===== src/design/iccs_pkg.sv =====
// Constants, types and register map of the interrupt command and status block.
package iccs_pkg;

    localparam int DATA_W  = 32;
    localparam int ADDR_W  = 12;
    localparam int NUM_SRC = 32;
    localparam int SRC_W   = 5;
    localparam int EVT_W   = 3;

    localparam logic [ADDR_W-1:0] OFS_NORMAL_VEC  = 12'h100;
    localparam logic [ADDR_W-1:0] OFS_FAST_VEC    = 12'h104;
    localparam logic [ADDR_W-1:0] OFS_CUR_NUM     = 12'h108;
    localparam logic [ADDR_W-1:0] OFS_PENDING     = 12'h10C;
    localparam logic [ADDR_W-1:0] OFS_ENABLE_MASK = 12'h110;
    localparam logic [ADDR_W-1:0] OFS_CORE_LINE   = 12'h114;
    localparam logic [ADDR_W-1:0] OFS_ENABLE_CMD  = 12'h120;
    localparam logic [ADDR_W-1:0] OFS_DISABLE_CMD = 12'h124;
    localparam logic [ADDR_W-1:0] OFS_CLEAR_CMD   = 12'h128;
    localparam logic [ADDR_W-1:0] OFS_SET_CMD     = 12'h12C;
    localparam logic [ADDR_W-1:0] OFS_EOS_CMD     = 12'h130;
    localparam logic [ADDR_W-1:0] OFS_SPURIOUS    = 12'h134;
    localparam logic [ADDR_W-1:0] OFS_DEBUG       = 12'h138;
    localparam logic [ADDR_W-1:0] OFS_EVT_STATUS  = 12'h150;
    localparam logic [ADDR_W-1:0] OFS_EVT_MASK    = 12'h154;

    localparam int DBG_PROTECTION_MODE_BIT = 0;
    localparam int DBG_GLOBAL_LINE_MASK_BIT = 1;
    localparam int CORE_FAST_BIT   = 0;
    localparam int CORE_NORMAL_BIT = 1;
    localparam int FAST_SRC        = 0;

    localparam int EVT_EOS_BIT      = 0;
    localparam int EVT_SPUR_NRM_BIT = 1;
    localparam int EVT_SPUR_FST_BIT = 2;

    localparam logic [DATA_W-1:0] RST_WORD = 32'h0000_0000;
    localparam logic [1:0]        RST_DBG  = 2'h0;
    localparam logic [EVT_W-1:0]  RST_EVT  = 3'h0;

    typedef struct packed {
        logic [ADDR_W-1:0] addr;
        logic [DATA_W-1:0] wdata;
        logic              wr;
        logic              rd;
    } iccs_bus_t;

    typedef struct packed {
        logic [DATA_W-1:0] pending;
        logic [DATA_W-1:0] enabled;
        logic [DATA_W-1:0] spurious;
        logic [1:0]        debug;
        logic [DATA_W-1:0] rdData;
        logic              fastReq_n;
        logic              normalReq_n;
        logic              eosPulse;
        logic              vectorAck;
        logic [EVT_W-1:0]  evtStatus;
        logic [EVT_W-1:0]  evtMask;
        logic              irq;
    } iccs_state_t;

    localparam iccs_state_t RST_STATE = '{
        pending:     RST_WORD,
        enabled:     RST_WORD,
        spurious:    RST_WORD,
        debug:       RST_DBG,
        rdData:      RST_WORD,
        fastReq_n:   1'h1,
        normalReq_n: 1'h1,
        eosPulse:    1'h0,
        vectorAck:   1'h0,
        evtStatus:   RST_EVT,
        evtMask:     RST_EVT,
        irq:         1'h0
    };

endpackage


===== src/design/iccs_core.sv =====
// Command and status registers of the vectored interrupt controller.
`timescale 1ns/100ps

module iccs_core (
    input  logic                       clk,
    input  logic                       sys_rst,
    input  iccs_pkg::iccs_bus_t        busReq,
    output logic [iccs_pkg::DATA_W-1:0] rdData,
    input  logic [iccs_pkg::NUM_SRC-1:0] srcTrigger,
    input  logic                       arbFastReq,
    input  logic                       arbNormalReq,
    input  logic                       curValid,
    input  logic [iccs_pkg::SRC_W-1:0] curSourceNum,
    input  logic [iccs_pkg::DATA_W-1:0] srcVector [iccs_pkg::NUM_SRC],
    output logic                       fastRequestOut_n,
    output logic                       normalRequestOut_n,
    output logic                       eosPulse,
    output logic                       vectorAck,
    output logic                       protectionMode,
    output logic [iccs_pkg::NUM_SRC-1:0] pendingView,
    output logic                       irqOut
);

    ////////////////////////////////////////////////////////////////////////////////////////////

    // Set wins over clear in every set/clear word of this block: pending, enable mask and event status.
    function automatic logic [iccs_pkg::DATA_W-1:0] setClr(
        input logic [iccs_pkg::DATA_W-1:0] cur,
        input logic [iccs_pkg::DATA_W-1:0] setBits,
        input logic [iccs_pkg::DATA_W-1:0] clrBits
    );
        setClr = (cur & ~clrBits) | setBits;
    endfunction

    function automatic logic hit(
        input iccs_pkg::iccs_bus_t     req,
        input logic [iccs_pkg::ADDR_W-1:0] ofs
    );
        hit = (req.addr == ofs);
    endfunction

    ////////////////////////////////////////////////////////////////////////////////////////////

    iccs_pkg::iccs_state_t             st_ff;
    iccs_pkg::iccs_state_t             nxt_st;
    logic [iccs_pkg::DATA_W-1:0]       normalVecValue;
    logic [iccs_pkg::DATA_W-1:0]       fastVecValue;
    logic                              fastActive;
    logic [iccs_pkg::DATA_W-1:0]       enaBits;
    logic [iccs_pkg::DATA_W-1:0]       disBits;
    logic [iccs_pkg::DATA_W-1:0]       clrBits;
    logic [iccs_pkg::DATA_W-1:0]       setBits;
    logic [iccs_pkg::EVT_W-1:0]        newEvt;
    logic [iccs_pkg::EVT_W-1:0]        evtClr;
    logic                              normalVecRd;
    logic                              fastVecRd;
    logic [iccs_pkg::DATA_W-1:0]       evtWide;

    // The vector table is indexed by the current number as it stands at the read strobe.
    assign normalVecValue = curValid ? srcVector[curSourceNum]
                                     : st_ff.spurious;
    assign fastActive     = st_ff.pending[iccs_pkg::FAST_SRC] & st_ff.enabled[iccs_pkg::FAST_SRC];
    assign fastVecValue   = fastActive ? srcVector[iccs_pkg::FAST_SRC]
                                       : st_ff.spurious;

    assign normalVecRd = busReq.rd && hit(busReq, iccs_pkg::OFS_NORMAL_VEC);
    assign fastVecRd   = busReq.rd && hit(busReq, iccs_pkg::OFS_FAST_VEC);

    // Commands act only on the written ones, so zero bits leave every source alone.
    assign enaBits = (busReq.wr && hit(busReq, iccs_pkg::OFS_ENABLE_CMD))
                     ? busReq.wdata : iccs_pkg::RST_WORD;
    assign disBits = (busReq.wr && hit(busReq, iccs_pkg::OFS_DISABLE_CMD))
                     ? busReq.wdata : iccs_pkg::RST_WORD;
    assign clrBits = (busReq.wr && hit(busReq, iccs_pkg::OFS_CLEAR_CMD))
                     ? busReq.wdata : iccs_pkg::RST_WORD;
    assign setBits = (busReq.wr && hit(busReq, iccs_pkg::OFS_SET_CMD))
                     ? busReq.wdata : iccs_pkg::RST_WORD;

    assign newEvt = {fastVecRd && !fastActive,
                     normalVecRd && !curValid,
                     busReq.wr && hit(busReq, iccs_pkg::OFS_EOS_CMD)};
    assign evtClr = (busReq.rd && hit(busReq, iccs_pkg::OFS_EVT_STATUS))
                    ? {iccs_pkg::EVT_W{1'b1}} : {iccs_pkg::EVT_W{1'b0}};

    ////////////////////////////////////////////////////////////////////////////////////////////

    always_comb begin
        nxt_st = st_ff;
        nxt_st.rdData    = iccs_pkg::RST_WORD;
        nxt_st.eosPulse  = 1'b0;
        nxt_st.vectorAck = 1'b0;

        // Read data stands in the cycle after the strobe only; other cycles show zero.
        if (busReq.rd) begin
            unique case (busReq.addr)
                iccs_pkg::OFS_NORMAL_VEC:  nxt_st.rdData = normalVecValue;
                iccs_pkg::OFS_FAST_VEC:    nxt_st.rdData = fastVecValue;
                iccs_pkg::OFS_CUR_NUM:     nxt_st.rdData = {27'h0000000, curSourceNum};
                iccs_pkg::OFS_PENDING:     nxt_st.rdData = st_ff.pending;
                iccs_pkg::OFS_ENABLE_MASK: nxt_st.rdData = st_ff.enabled;
                iccs_pkg::OFS_CORE_LINE: begin
                    nxt_st.rdData[iccs_pkg::CORE_FAST_BIT]   = ~st_ff.fastReq_n;
                    nxt_st.rdData[iccs_pkg::CORE_NORMAL_BIT] = ~st_ff.normalReq_n;
                end
                iccs_pkg::OFS_SPURIOUS:    nxt_st.rdData = st_ff.spurious;
                iccs_pkg::OFS_DEBUG:       nxt_st.rdData = {30'h00000000, st_ff.debug};
                iccs_pkg::OFS_EVT_STATUS:  nxt_st.rdData = {29'h00000000, st_ff.evtStatus};
                iccs_pkg::OFS_EVT_MASK:    nxt_st.rdData = {29'h00000000, st_ff.evtMask};
                // Command words and unmapped addresses read as zero.
                default:                   nxt_st.rdData = iccs_pkg::RST_WORD;
            endcase
        end

        // Writes to read-only locations fall through without effect, except a normal vector write under protection, which acknowledges.
        if (busReq.wr) begin
            unique case (busReq.addr)
                iccs_pkg::OFS_SPURIOUS:   nxt_st.spurious = busReq.wdata;
                iccs_pkg::OFS_DEBUG:      nxt_st.debug    = busReq.wdata[1:0];
                iccs_pkg::OFS_EVT_MASK:   nxt_st.evtMask  = busReq.wdata[iccs_pkg::EVT_W-1:0];
                iccs_pkg::OFS_EOS_CMD:    nxt_st.eosPulse = 1'b1;
                default:                  nxt_st.eosPulse = 1'b0;
            endcase
        end

        // Under protection a debugger may read the vector freely; the acknowledge then comes
        // from a write to the vector location instead of from the read.
        if (st_ff.debug[iccs_pkg::DBG_PROTECTION_MODE_BIT]) begin
            nxt_st.vectorAck = busReq.wr && hit(busReq, iccs_pkg::OFS_NORMAL_VEC);
        end else begin
            nxt_st.vectorAck = normalVecRd;
        end

        nxt_st.pending = setClr(st_ff.pending, setBits | srcTrigger, clrBits);
        nxt_st.enabled = setClr(st_ff.enabled, enaBits, disBits);

        // The word is built wide to share the set/clear helper, then cut to the event field.
        evtWide          = setClr({29'h00000000, st_ff.evtStatus}, {29'h00000000, newEvt},
                                  {29'h00000000, evtClr});
        nxt_st.evtStatus = evtWide[iccs_pkg::EVT_W-1:0];
        nxt_st.irq       = |(nxt_st.evtStatus & nxt_st.evtMask);

        // The general mask forces both lines to their inactive high level.
        nxt_st.fastReq_n   = ~(arbFastReq & ~st_ff.debug[iccs_pkg::DBG_GLOBAL_LINE_MASK_BIT]);
        nxt_st.normalReq_n = ~(arbNormalReq & ~st_ff.debug[iccs_pkg::DBG_GLOBAL_LINE_MASK_BIT]);
    end

    always_ff @(posedge clk) begin
        if (sys_rst) begin
            st_ff <= iccs_pkg::RST_STATE;
        end else begin
            st_ff <= nxt_st;
        end
    end

    assign rdData             = st_ff.rdData;
    assign fastRequestOut_n   = st_ff.fastReq_n;
    assign normalRequestOut_n = st_ff.normalReq_n;
    assign eosPulse           = st_ff.eosPulse;
    assign vectorAck          = st_ff.vectorAck;
    assign protectionMode     = st_ff.debug[iccs_pkg::DBG_PROTECTION_MODE_BIT];
    assign pendingView        = st_ff.pending;
    assign irqOut             = st_ff.irq;

    ////////////////////////////////////////////////////////////////////////////////////////////

    a_pending_read: assert property (
        @(posedge clk) disable iff (sys_rst)
        busReq.rd && busReq.addr == iccs_pkg::OFS_PENDING |=> rdData == $past(st_ff.pending))
        else $error("pending view read mismatch");

    a_mask_read: assert property (
        @(posedge clk) disable iff (sys_rst)
        busReq.rd && busReq.addr == iccs_pkg::OFS_ENABLE_MASK
        |=> rdData == $past(st_ff.enabled))
        else $error("enable mask read mismatch");

    a_core_line_read: assert property (
        @(posedge clk) disable iff (sys_rst)
        busReq.rd && busReq.addr == iccs_pkg::OFS_CORE_LINE
        |=> rdData == {30'h00000000, ~$past(normalRequestOut_n), ~$past(fastRequestOut_n)})
        else $error("core line status mismatch");

    a_enable_cmd: assert property (
        @(posedge clk) disable iff (sys_rst)
        busReq.wr && busReq.addr == iccs_pkg::OFS_ENABLE_CMD
        |=> st_ff.enabled == ($past(st_ff.enabled) | $past(busReq.wdata)))
        else $error("enable command did not enable");

    a_disable_cmd: assert property (
        @(posedge clk) disable iff (sys_rst)
        busReq.wr && busReq.addr == iccs_pkg::OFS_DISABLE_CMD
        |=> st_ff.enabled == ($past(st_ff.enabled) & ~$past(busReq.wdata)))
        else $error("disable command did not disable");

    a_clear_cmd: assert property (
        @(posedge clk) disable iff (sys_rst)
        busReq.wr && busReq.addr == iccs_pkg::OFS_CLEAR_CMD && srcTrigger == '0
        |=> st_ff.pending == ($past(st_ff.pending) & ~$past(busReq.wdata)))
        else $error("clear command mismatch");

    a_set_cmd: assert property (
        @(posedge clk) disable iff (sys_rst)
        busReq.wr && busReq.addr == iccs_pkg::OFS_SET_CMD
        |=> (st_ff.pending & $past(busReq.wdata)) == $past(busReq.wdata))
        else $error("set command did not set");

    a_eos_pulse: assert property (
        @(posedge clk) disable iff (sys_rst)
        eosPulse == $past(busReq.wr && busReq.addr == iccs_pkg::OFS_EOS_CMD))
        else $error("end of service pulse mismatch");

    a_spurious_store: assert property (
        @(posedge clk) disable iff (sys_rst)
        busReq.wr && busReq.addr == iccs_pkg::OFS_SPURIOUS
        ##1 busReq.rd && busReq.addr == iccs_pkg::OFS_SPURIOUS
        |=> rdData == $past(busReq.wdata, 2))
        else $error("spurious vector not stored");

    a_normal_spur: assert property (
        @(posedge clk) disable iff (sys_rst)
        busReq.rd && busReq.addr == iccs_pkg::OFS_NORMAL_VEC && !curValid
        |=> rdData == $past(st_ff.spurious) && st_ff.evtStatus[iccs_pkg::EVT_SPUR_NRM_BIT])
        else $error("spurious normal vector mismatch");

    a_fast_spur: assert property (
        @(posedge clk) disable iff (sys_rst)
        busReq.rd && busReq.addr == iccs_pkg::OFS_FAST_VEC && !fastActive
        |=> rdData == $past(st_ff.spurious))
        else $error("spurious fast vector mismatch");

    a_protection_mode_ack: assert property (
        @(posedge clk) disable iff (sys_rst)
        protectionMode && normalVecRd |=> !vectorAck)
        else $error("vector read acknowledged under protection");

    a_global_line_mask_lines: assert property (
        @(posedge clk) disable iff (sys_rst)
        st_ff.debug[iccs_pkg::DBG_GLOBAL_LINE_MASK_BIT] |=> fastRequestOut_n && normalRequestOut_n)
        else $error("request line active under general mask");

    a_normal_vec: assert property (
        @(posedge clk) disable iff (sys_rst)
        normalVecRd && curValid |=> rdData == $past(srcVector[curSourceNum]))
        else $error("normal vector mismatch");

    a_cmd_reads_zero: assert property (
        @(posedge clk) disable iff (sys_rst)
        busReq.rd && busReq.addr >= iccs_pkg::OFS_ENABLE_CMD
        && busReq.addr <= iccs_pkg::OFS_EOS_CMD |=> rdData == '0)
        else $error("command register read not zero");

    // Each command word may touch only its own state; everything else must hold still.
    a_enable_keep: assert property (
        @(posedge clk) disable iff (sys_rst)
        !(busReq.wr && (busReq.addr == iccs_pkg::OFS_ENABLE_CMD
        || busReq.addr == iccs_pkg::OFS_DISABLE_CMD)) |=> $stable(st_ff.enabled))
        else $error("enable state changed without a command");

    a_pending_keep: assert property (
        @(posedge clk) disable iff (sys_rst)
        !(busReq.wr && busReq.addr == iccs_pkg::OFS_SET_CMD) && srcTrigger == '0
        |=> (st_ff.pending & ~$past(st_ff.pending)) == '0)
        else $error("pending bit set without a cause");

    a_ro_pending: assert property (
        @(posedge clk) disable iff (sys_rst)
        busReq.wr && busReq.addr == iccs_pkg::OFS_PENDING
        |=> st_ff.pending == ($past(st_ff.pending) | $past(srcTrigger)))
        else $error("write to pending view took effect");

    a_eos_event: assert property (
        @(posedge clk) disable iff (sys_rst)
        busReq.wr && busReq.addr == iccs_pkg::OFS_EOS_CMD
        |=> st_ff.evtStatus[iccs_pkg::EVT_EOS_BIT])
        else $error("end of service event not recorded");

    a_fast_vec: assert property (
        @(posedge clk) disable iff (sys_rst)
        fastVecRd && fastActive |=> rdData == $past(srcVector[iccs_pkg::FAST_SRC]))
        else $error("fast vector mismatch");

    a_fast_spur_evt: assert property (
        @(posedge clk) disable iff (sys_rst)
        fastVecRd && !fastActive |=> st_ff.evtStatus[iccs_pkg::EVT_SPUR_FST_BIT])
        else $error("spurious fast event not recorded");

    a_ack_on_read: assert property (
        @(posedge clk) disable iff (sys_rst)
        !protectionMode && normalVecRd |=> vectorAck)
        else $error("vector read not acknowledged");

    a_ack_on_write: assert property (
        @(posedge clk) disable iff (sys_rst)
        protectionMode && busReq.wr && busReq.addr == iccs_pkg::OFS_NORMAL_VEC
        |=> vectorAck)
        else $error("vector write not acknowledged under protection");

    a_protection_mode_store: assert property (
        @(posedge clk) disable iff (sys_rst)
        busReq.wr && busReq.addr == iccs_pkg::OFS_DEBUG
        |=> protectionMode == $past(busReq.wdata[iccs_pkg::DBG_PROTECTION_MODE_BIT]))
        else $error("protection bit not stored");

    a_fast_follow: assert property (
        @(posedge clk) disable iff (sys_rst)
        !st_ff.debug[iccs_pkg::DBG_GLOBAL_LINE_MASK_BIT] |=> fastRequestOut_n == !$past(arbFastReq))
        else $error("fast line does not follow its request");

    a_normal_follow: assert property (
        @(posedge clk) disable iff (sys_rst)
        !st_ff.debug[iccs_pkg::DBG_GLOBAL_LINE_MASK_BIT] |=> normalRequestOut_n == !$past(arbNormalReq))
        else $error("normal line does not follow its request");

    a_spurious_keep: assert property (
        @(posedge clk) disable iff (sys_rst)
        !(busReq.wr && busReq.addr == iccs_pkg::OFS_SPURIOUS) |=> $stable(st_ff.spurious))
        else $error("spurious vector changed without a write");

    a_evt_read_clear: assert property (
        @(posedge clk) disable iff (sys_rst)
        busReq.rd && busReq.addr == iccs_pkg::OFS_EVT_STATUS
        |=> st_ff.evtStatus == '0)
        else $error("event status not cleared by read");

    a_irq_level: assert property (
        @(posedge clk) disable iff (sys_rst)
        irqOut == |(st_ff.evtStatus & st_ff.evtMask))
        else $error("interrupt output mismatch");

    a_rd_idle_zero: assert property (
        @(posedge clk) disable iff (sys_rst)
        !busReq.rd |=> rdData == '0)
        else $error("read data not zero outside a read");

    a_mask_ro_write: assert property (
        @(posedge clk) disable iff (sys_rst)
        busReq.wr && busReq.addr == iccs_pkg::OFS_ENABLE_MASK
        |=> $stable(st_ff.enabled))
        else $error("write to mask view took effect");

endmodule


===== config.mk =====
export PLATFORM = sky130hd
export DESIGN_NAME = iccs_core
export DESIGN_NICKNAME = d
export VERILOG_FILES = /design/src/design/iccs_pkg.sv /design/src/design/iccs_core.sv
export SDC_FILE = /design/constraint.sdc
export NUM_CORES = 1
export LEC_CHECK = 0
export ABC_CLOCK_PERIOD_IN_PS = 2400
export BUFFER_PORTS_ARGS = -buffer_cell sky130_fd_sc_hd__buf_4
export CORE_AREA = 2 2 463 465
export DETAILED_ROUTE_END_ITERATION = 8
export DIE_AREA = 0 0 465 467
export GPL_TIMING_DRIVEN = 1
export MAX_ROUTING_LAYER = met4
export PLACE_DENSITY = 0.3
export SYNTH_ARGS = -nofsm -noshare
export SYNTH_HDL_FRONTEND = slang
export SYNTH_SLANG_ARGS = --single-unit

===== constraint.sdc =====
create_clock -name clk -period 2.4 [get_ports clk]
set_clock_uncertainty 0.2 [all_clocks]
set_input_delay 0.24 -clock clk [delete_from_list [all_inputs] [get_ports clk]]
set_output_delay 0.24 -clock clk [all_outputs]
set_load 0.1 [all_outputs]

Word-level counts from Yosys, hierarchy flattened
Cells that the tools add are included.

Magnitude comparators: 1. Equal/unequal tests: 15. Multiplexer cells: 16. Bitwise logic cells: 22. Reduce and logical (&&, ||, !) cells: 18.

Operators by type and width (count): $mux W32 (8); $pmux W30 S8 (1); $eq A12 B9 Y1 const B (15); $bmux W32 S5 (1); $or A32 B32 Y32 (3); $and A32 B32 Y32 (2); $not A32 Y32 (2); $pmux W2 S10 (1); $logic_and A1 B1 Y1 (11); $mux W3 (3); $not A1 Y1 (7); $and A3 B3 Y3 (2); $ge A6 B6 Y1 const B (1); $not A5 Y6 (1); $reduce_and A2 Y1 (2); $reduce_or A2 Y1 (2); $and A1 B1 Y1 (3); $not A3 Y3 (1); $or A3 B3 Y3 (1); $reduce_or A3 Y1 (1); $logic_not A1 Y1 (2); $mux W1 (2).

Bits in registers: 141. Input bits: 1112. Output and inout bits: 70. Logic and storage cells: 84.

Longest topological paths before layout
Depth in word-level cells: 8. Depth in mapped cells: 9. Depth with buffers taken out: 6.

Least setup slack after synthesis
No wires, ideal clock.

Kind: in2reg. Start point: in curSourceNum[0] (netlist bit). End point: reg st_ff (netlist bit rdData[15]). Library setup time: 0.130 ns. Data arrival time: 1.827 ns. Data required time: 2.070 ns. Path slack: 0.242 ns. Stages on the path: 8. Buffers on the path: 3. Cell sequence: buf_4 > buf_2 > buf_2 > mux4_2 > mux2i_1 > nand2_1 > nand3_1 > o21ai_0.

Word-level cells in the longest chain between the ends: 6.

Ends and longest elaborated chain: start: declaration (RTL line iccs_core.sv:13) `input logic [iccs_pkg::SRC_W-1:0] curSourceNum,`; $not A5 Y6 (implied by the code) (RTL line iccs_core.sv:60) `assign normalVecValue = curValid ? srcVector[curSourceNum]`; $bmux W32 S5 (RTL line iccs_core.sv:60); $mux W32 (implied by the code) (2 in series) (RTL line iccs_core.sv:60); $mux W32 (RTL line iccs_core.sv:60); $pmux W30 S8 (RTL line iccs_core.sv:95) `unique case (busReq.addr)`; end signal: assignment (RTL line iccs_core.sv:149) `st_ff <= iccs_pkg::RST_STATE;`; end signal: assignment (RTL line iccs_core.sv:151) `st_ff <= nxt_st;`; end: declaration (RTL line iccs_core.sv:44) `iccs_pkg::iccs_state_t st_ff;`.

Every way passes these cells. The select of a mux whose other input is x is not followed. A chain may end at the register's enable or synchronous reset.

Final worst setup path
Start point: in busReq[43] (netlist bit). End point: reg st_ff (netlist bit pendingView[2]).

Word-level cells in the longest chain between the ends: 6.

Ends and longest elaborated chain: start: declaration (RTL line iccs_core.sv:7) `input iccs_pkg::iccs_bus_t busReq,`; $eq A12 B9 Y1 (RTL line iccs_core.sv:39) `hit = (req.addr == ofs);`; $logic_and A1 B1 Y1 (RTL line iccs_core.sv:74) `assign clrBits = (busReq.wr && hit(busReq, iccs_pkg::OFS_CLEAR_CMD))`; $mux W32 (RTL line iccs_core.sv:75) `? busReq.wdata : iccs_pkg::RST_WORD;`; $not A32 Y32 (RTL line iccs_core.sv:32) `setClr = (cur & ~clrBits) | setBits;`; $and A32 B32 Y32 (RTL line iccs_core.sv:32); $or A32 B32 Y32 * (RTL line iccs_core.sv:32).

Mark *: on every way between the ends. The rest lies on a longest branch, timed or not.

==> impl_metrics.yaml <==
outcome:
  status: "finished clean"
synth:
  ys_types: 57
  muxShareOfSynthArea: 0.465
  synth_top_area_cell: "mux4_2"
  synth_top_family_by_area: "multiplexers"
  async_flop_share: 0
  ys_seq_area_frac: 0.192
  ys_ff_latch: 141
  synth-warning-count: 0
  synth_edf_count: 0
  syn_area_per_cell_sq_um: 10.5
  syn_inst: 1398
  syn-cell-area_sq_um: 14700
  ys.flop_type: "dfxtp_1"
  synth-simple-area-share: 0.124
  synthTopCellsByArea: "mux4_2 (39%), dfxtp_1 (19%), mux2i_1 (6.8%)"
  synth_adder_area_share: 0
  synth_compound_area_frac: 0.137
  synth_xor_area_frac: 0
  syn_nets: 2510
  synth_top_area_frac: 0.394
floorplan:
  initial_utilization: 0.0695
  die-area_sq_um: 217000
  die_h_um: 467
  die_w_um: 465
  core_area_sq_um: 212000
  rows: 169
  num_io_pins: 1182
timing:
  slew_violations: 0
  hold_viol_final: 0
  finalSetupTns_ns: 0
  finalSetupViolations: 0
  fin_crit_sh: 0.998
  fin_hold_ws_ns: 0.0516
  fin_crit_ns: 2.39
  timing.fmax_mhz: 418
  tightest_slew_ns: 0.953
  setup_ws_ns: 0.00504
  rsz0062_at_grt: "yes"
  slew_headroom: 0.364
clock_network:
  cts_tree: "yes"
  clk_path_buf_depth: 2
  cts_buffers: 17
  cts_sinks: 141
  clock_insertion_delay_worst_skew_ns: 0.52
  clkTransAtPathRegs_ns: 0.08
  cts_root_buffer: "clkbuf_16"
  post_cts_buffers: 0
  htreeDepth: 4
global_route:
  grt_max_degree: 109
  grt_pass1_vias: 20600
  overflow: 0
  groute.usage.overall: 0.178
  grt_antenna_before_repair: 162
  grt_pass1_wl_mm: 240
detailed_routing:
  drc: 0
  dr.pass1.iters: 5
  num_vias: 20000
  drt-total-wl_mm: 195
  drt-initial-drc-count: 1597
  vias_per_cell: 3.52
  wl_per_cell_um: 34.4
  ant_nets: 0
finish:
  layout.nets: 3898
  syn_to_final_growth_pct: 108
  regMostFlops: "st_ff"
  fill_cells: 24100
  drive_above_1_share: 0.632
  fin_area_sq_um: 30600
  final_cell_mix: "buf_4 (1391), mux4_2 (257), nand2_1 (174)"
  seq_area_sq_um: 2820
  largest_reg_flops: 71
  finalNonFillerCells: 5673
  multi_input_area_sq_um: 10800
  final_common_cell: "buf_4"
critical_path:
  cp-end-kind: "register"
  cp-start-kind: "input pin"
  cp.arrival_ns: 2.57
  required_ns: 2.58
  path_max_fanout: 25
  critical_path_class: "input pin to register"
  ff2ff_setup_slack_ns: 0.15
flow_run:
  maxCapViolCount: 0
worst_hold_path:
  hp-class: "input pin to register"
pwr:
  p_leak_uw: 0.0123
  irDropWorstVdd_mv: 0.466
  p_per_area_nw_per_um2: 335
placement:
  placed_cell_area_sq_um: 28600
  gp_congestion: 0.945
  port_buffers: 1181
  dpl.hpwl_mm: 177
  place_inst: 5461
  dp_slack_ns: -0.375
synth_stat cells (all sizes together) (35+ instances only):
library cell	number
dfxtp	141
nand2	176
nor2	122
o21ai	35
clkbuf	49
a221oi	58
mux4	257
a22oi	62
mux2i	100
nor3	37
a21oi	41
nand3	39
buf	153
path summary, 6_finish.rpt:
kind / cells after the start / startpoint / to
min reg2reg: 2 / st_ff[76] / st_ff[76]
min: 4 / srcVector[1016] / rdData[24]
max reg2reg: 9 / pendingView[0] / rdData[3]
max: 11 / busReq[43] / pendingView[2]
critical path, cell delays in order:
cell	delay [ns]
buf_4	0.11
buf_4	0.13
nor4b_4	0.39
nand4_1	0.15
buf_4	0.18
nor2_4	0.11
buf_12	0.23
nand2_1	0.10
a221oi_1	0.26
dlygate4sd3_1	0.59
nor2_1	0.04
cell families (layout without fill, tap and decap cells):
group	count (synthesis)	count (layout)
DFF	141	141
other	0	53
buffers and inverters	204	1605
and+or+nand+nor	411	411
AOI/OAI and AO/OA	280	280
muxes	362	362
through the flow:
step | utilization | total power [uW]
CTS | 0.144 | 10500
detailed placement | 0.135 | 7300
global placement | 0.135 | 7300
global route | 0.145 | 10700
finish | 0.145 | 10300
floorplan | - | 4150
layer usage:
metal / vias up / GRT usage / wire length, um / share of wire
met3: 184 / 0.0349 / 10900 / 0.056
met5: - / - / 0 / 0
li1: 8446 / - / - / -
met4: 0 / 0.0333 / 3830 / 0.020
met1: 10200 / 0.230 / 88200 / 0.45
met2: 1123 / 0.288 / 91900 / 0.47
power breakdown:
| group | switching [uW] | leakage, uW | internal, uW | total (uW) |
|---|---|---|---|---|
| Combinational | 2280 | 0.0109 | 2600 | 4880 |
| Sequential | 95.1 | 0.00115 | 2380 | 2470 |
| Clock | 1460 | 0.000279 | 1470 | 2920 |
| Total | 3830 | 0.0123 | 6440 | 10300 |
cell type report:
cell class	instances	area share
diodes	53	0.00433
clock buffers	18	0.0140
clock inverters	14	0.00486
inverters	2	0.000245
multi-input cells	1053	0.353
flip-flops and latches	141	0.0921
well taps	2821	0.115
repair buffers	1571	0.416
repair_timing:
| action | CTS | global route |
|---|---|---|
| resized for setup | 1 | 7 |
| hold endpoints to repair | 135 | 0 |
| setup endpoints to repair | 1 | 21 |
| gates cloned | 0 | 0 |
| hold buffers | 127 | 0 |
Power figures use the tool's default switching activity.
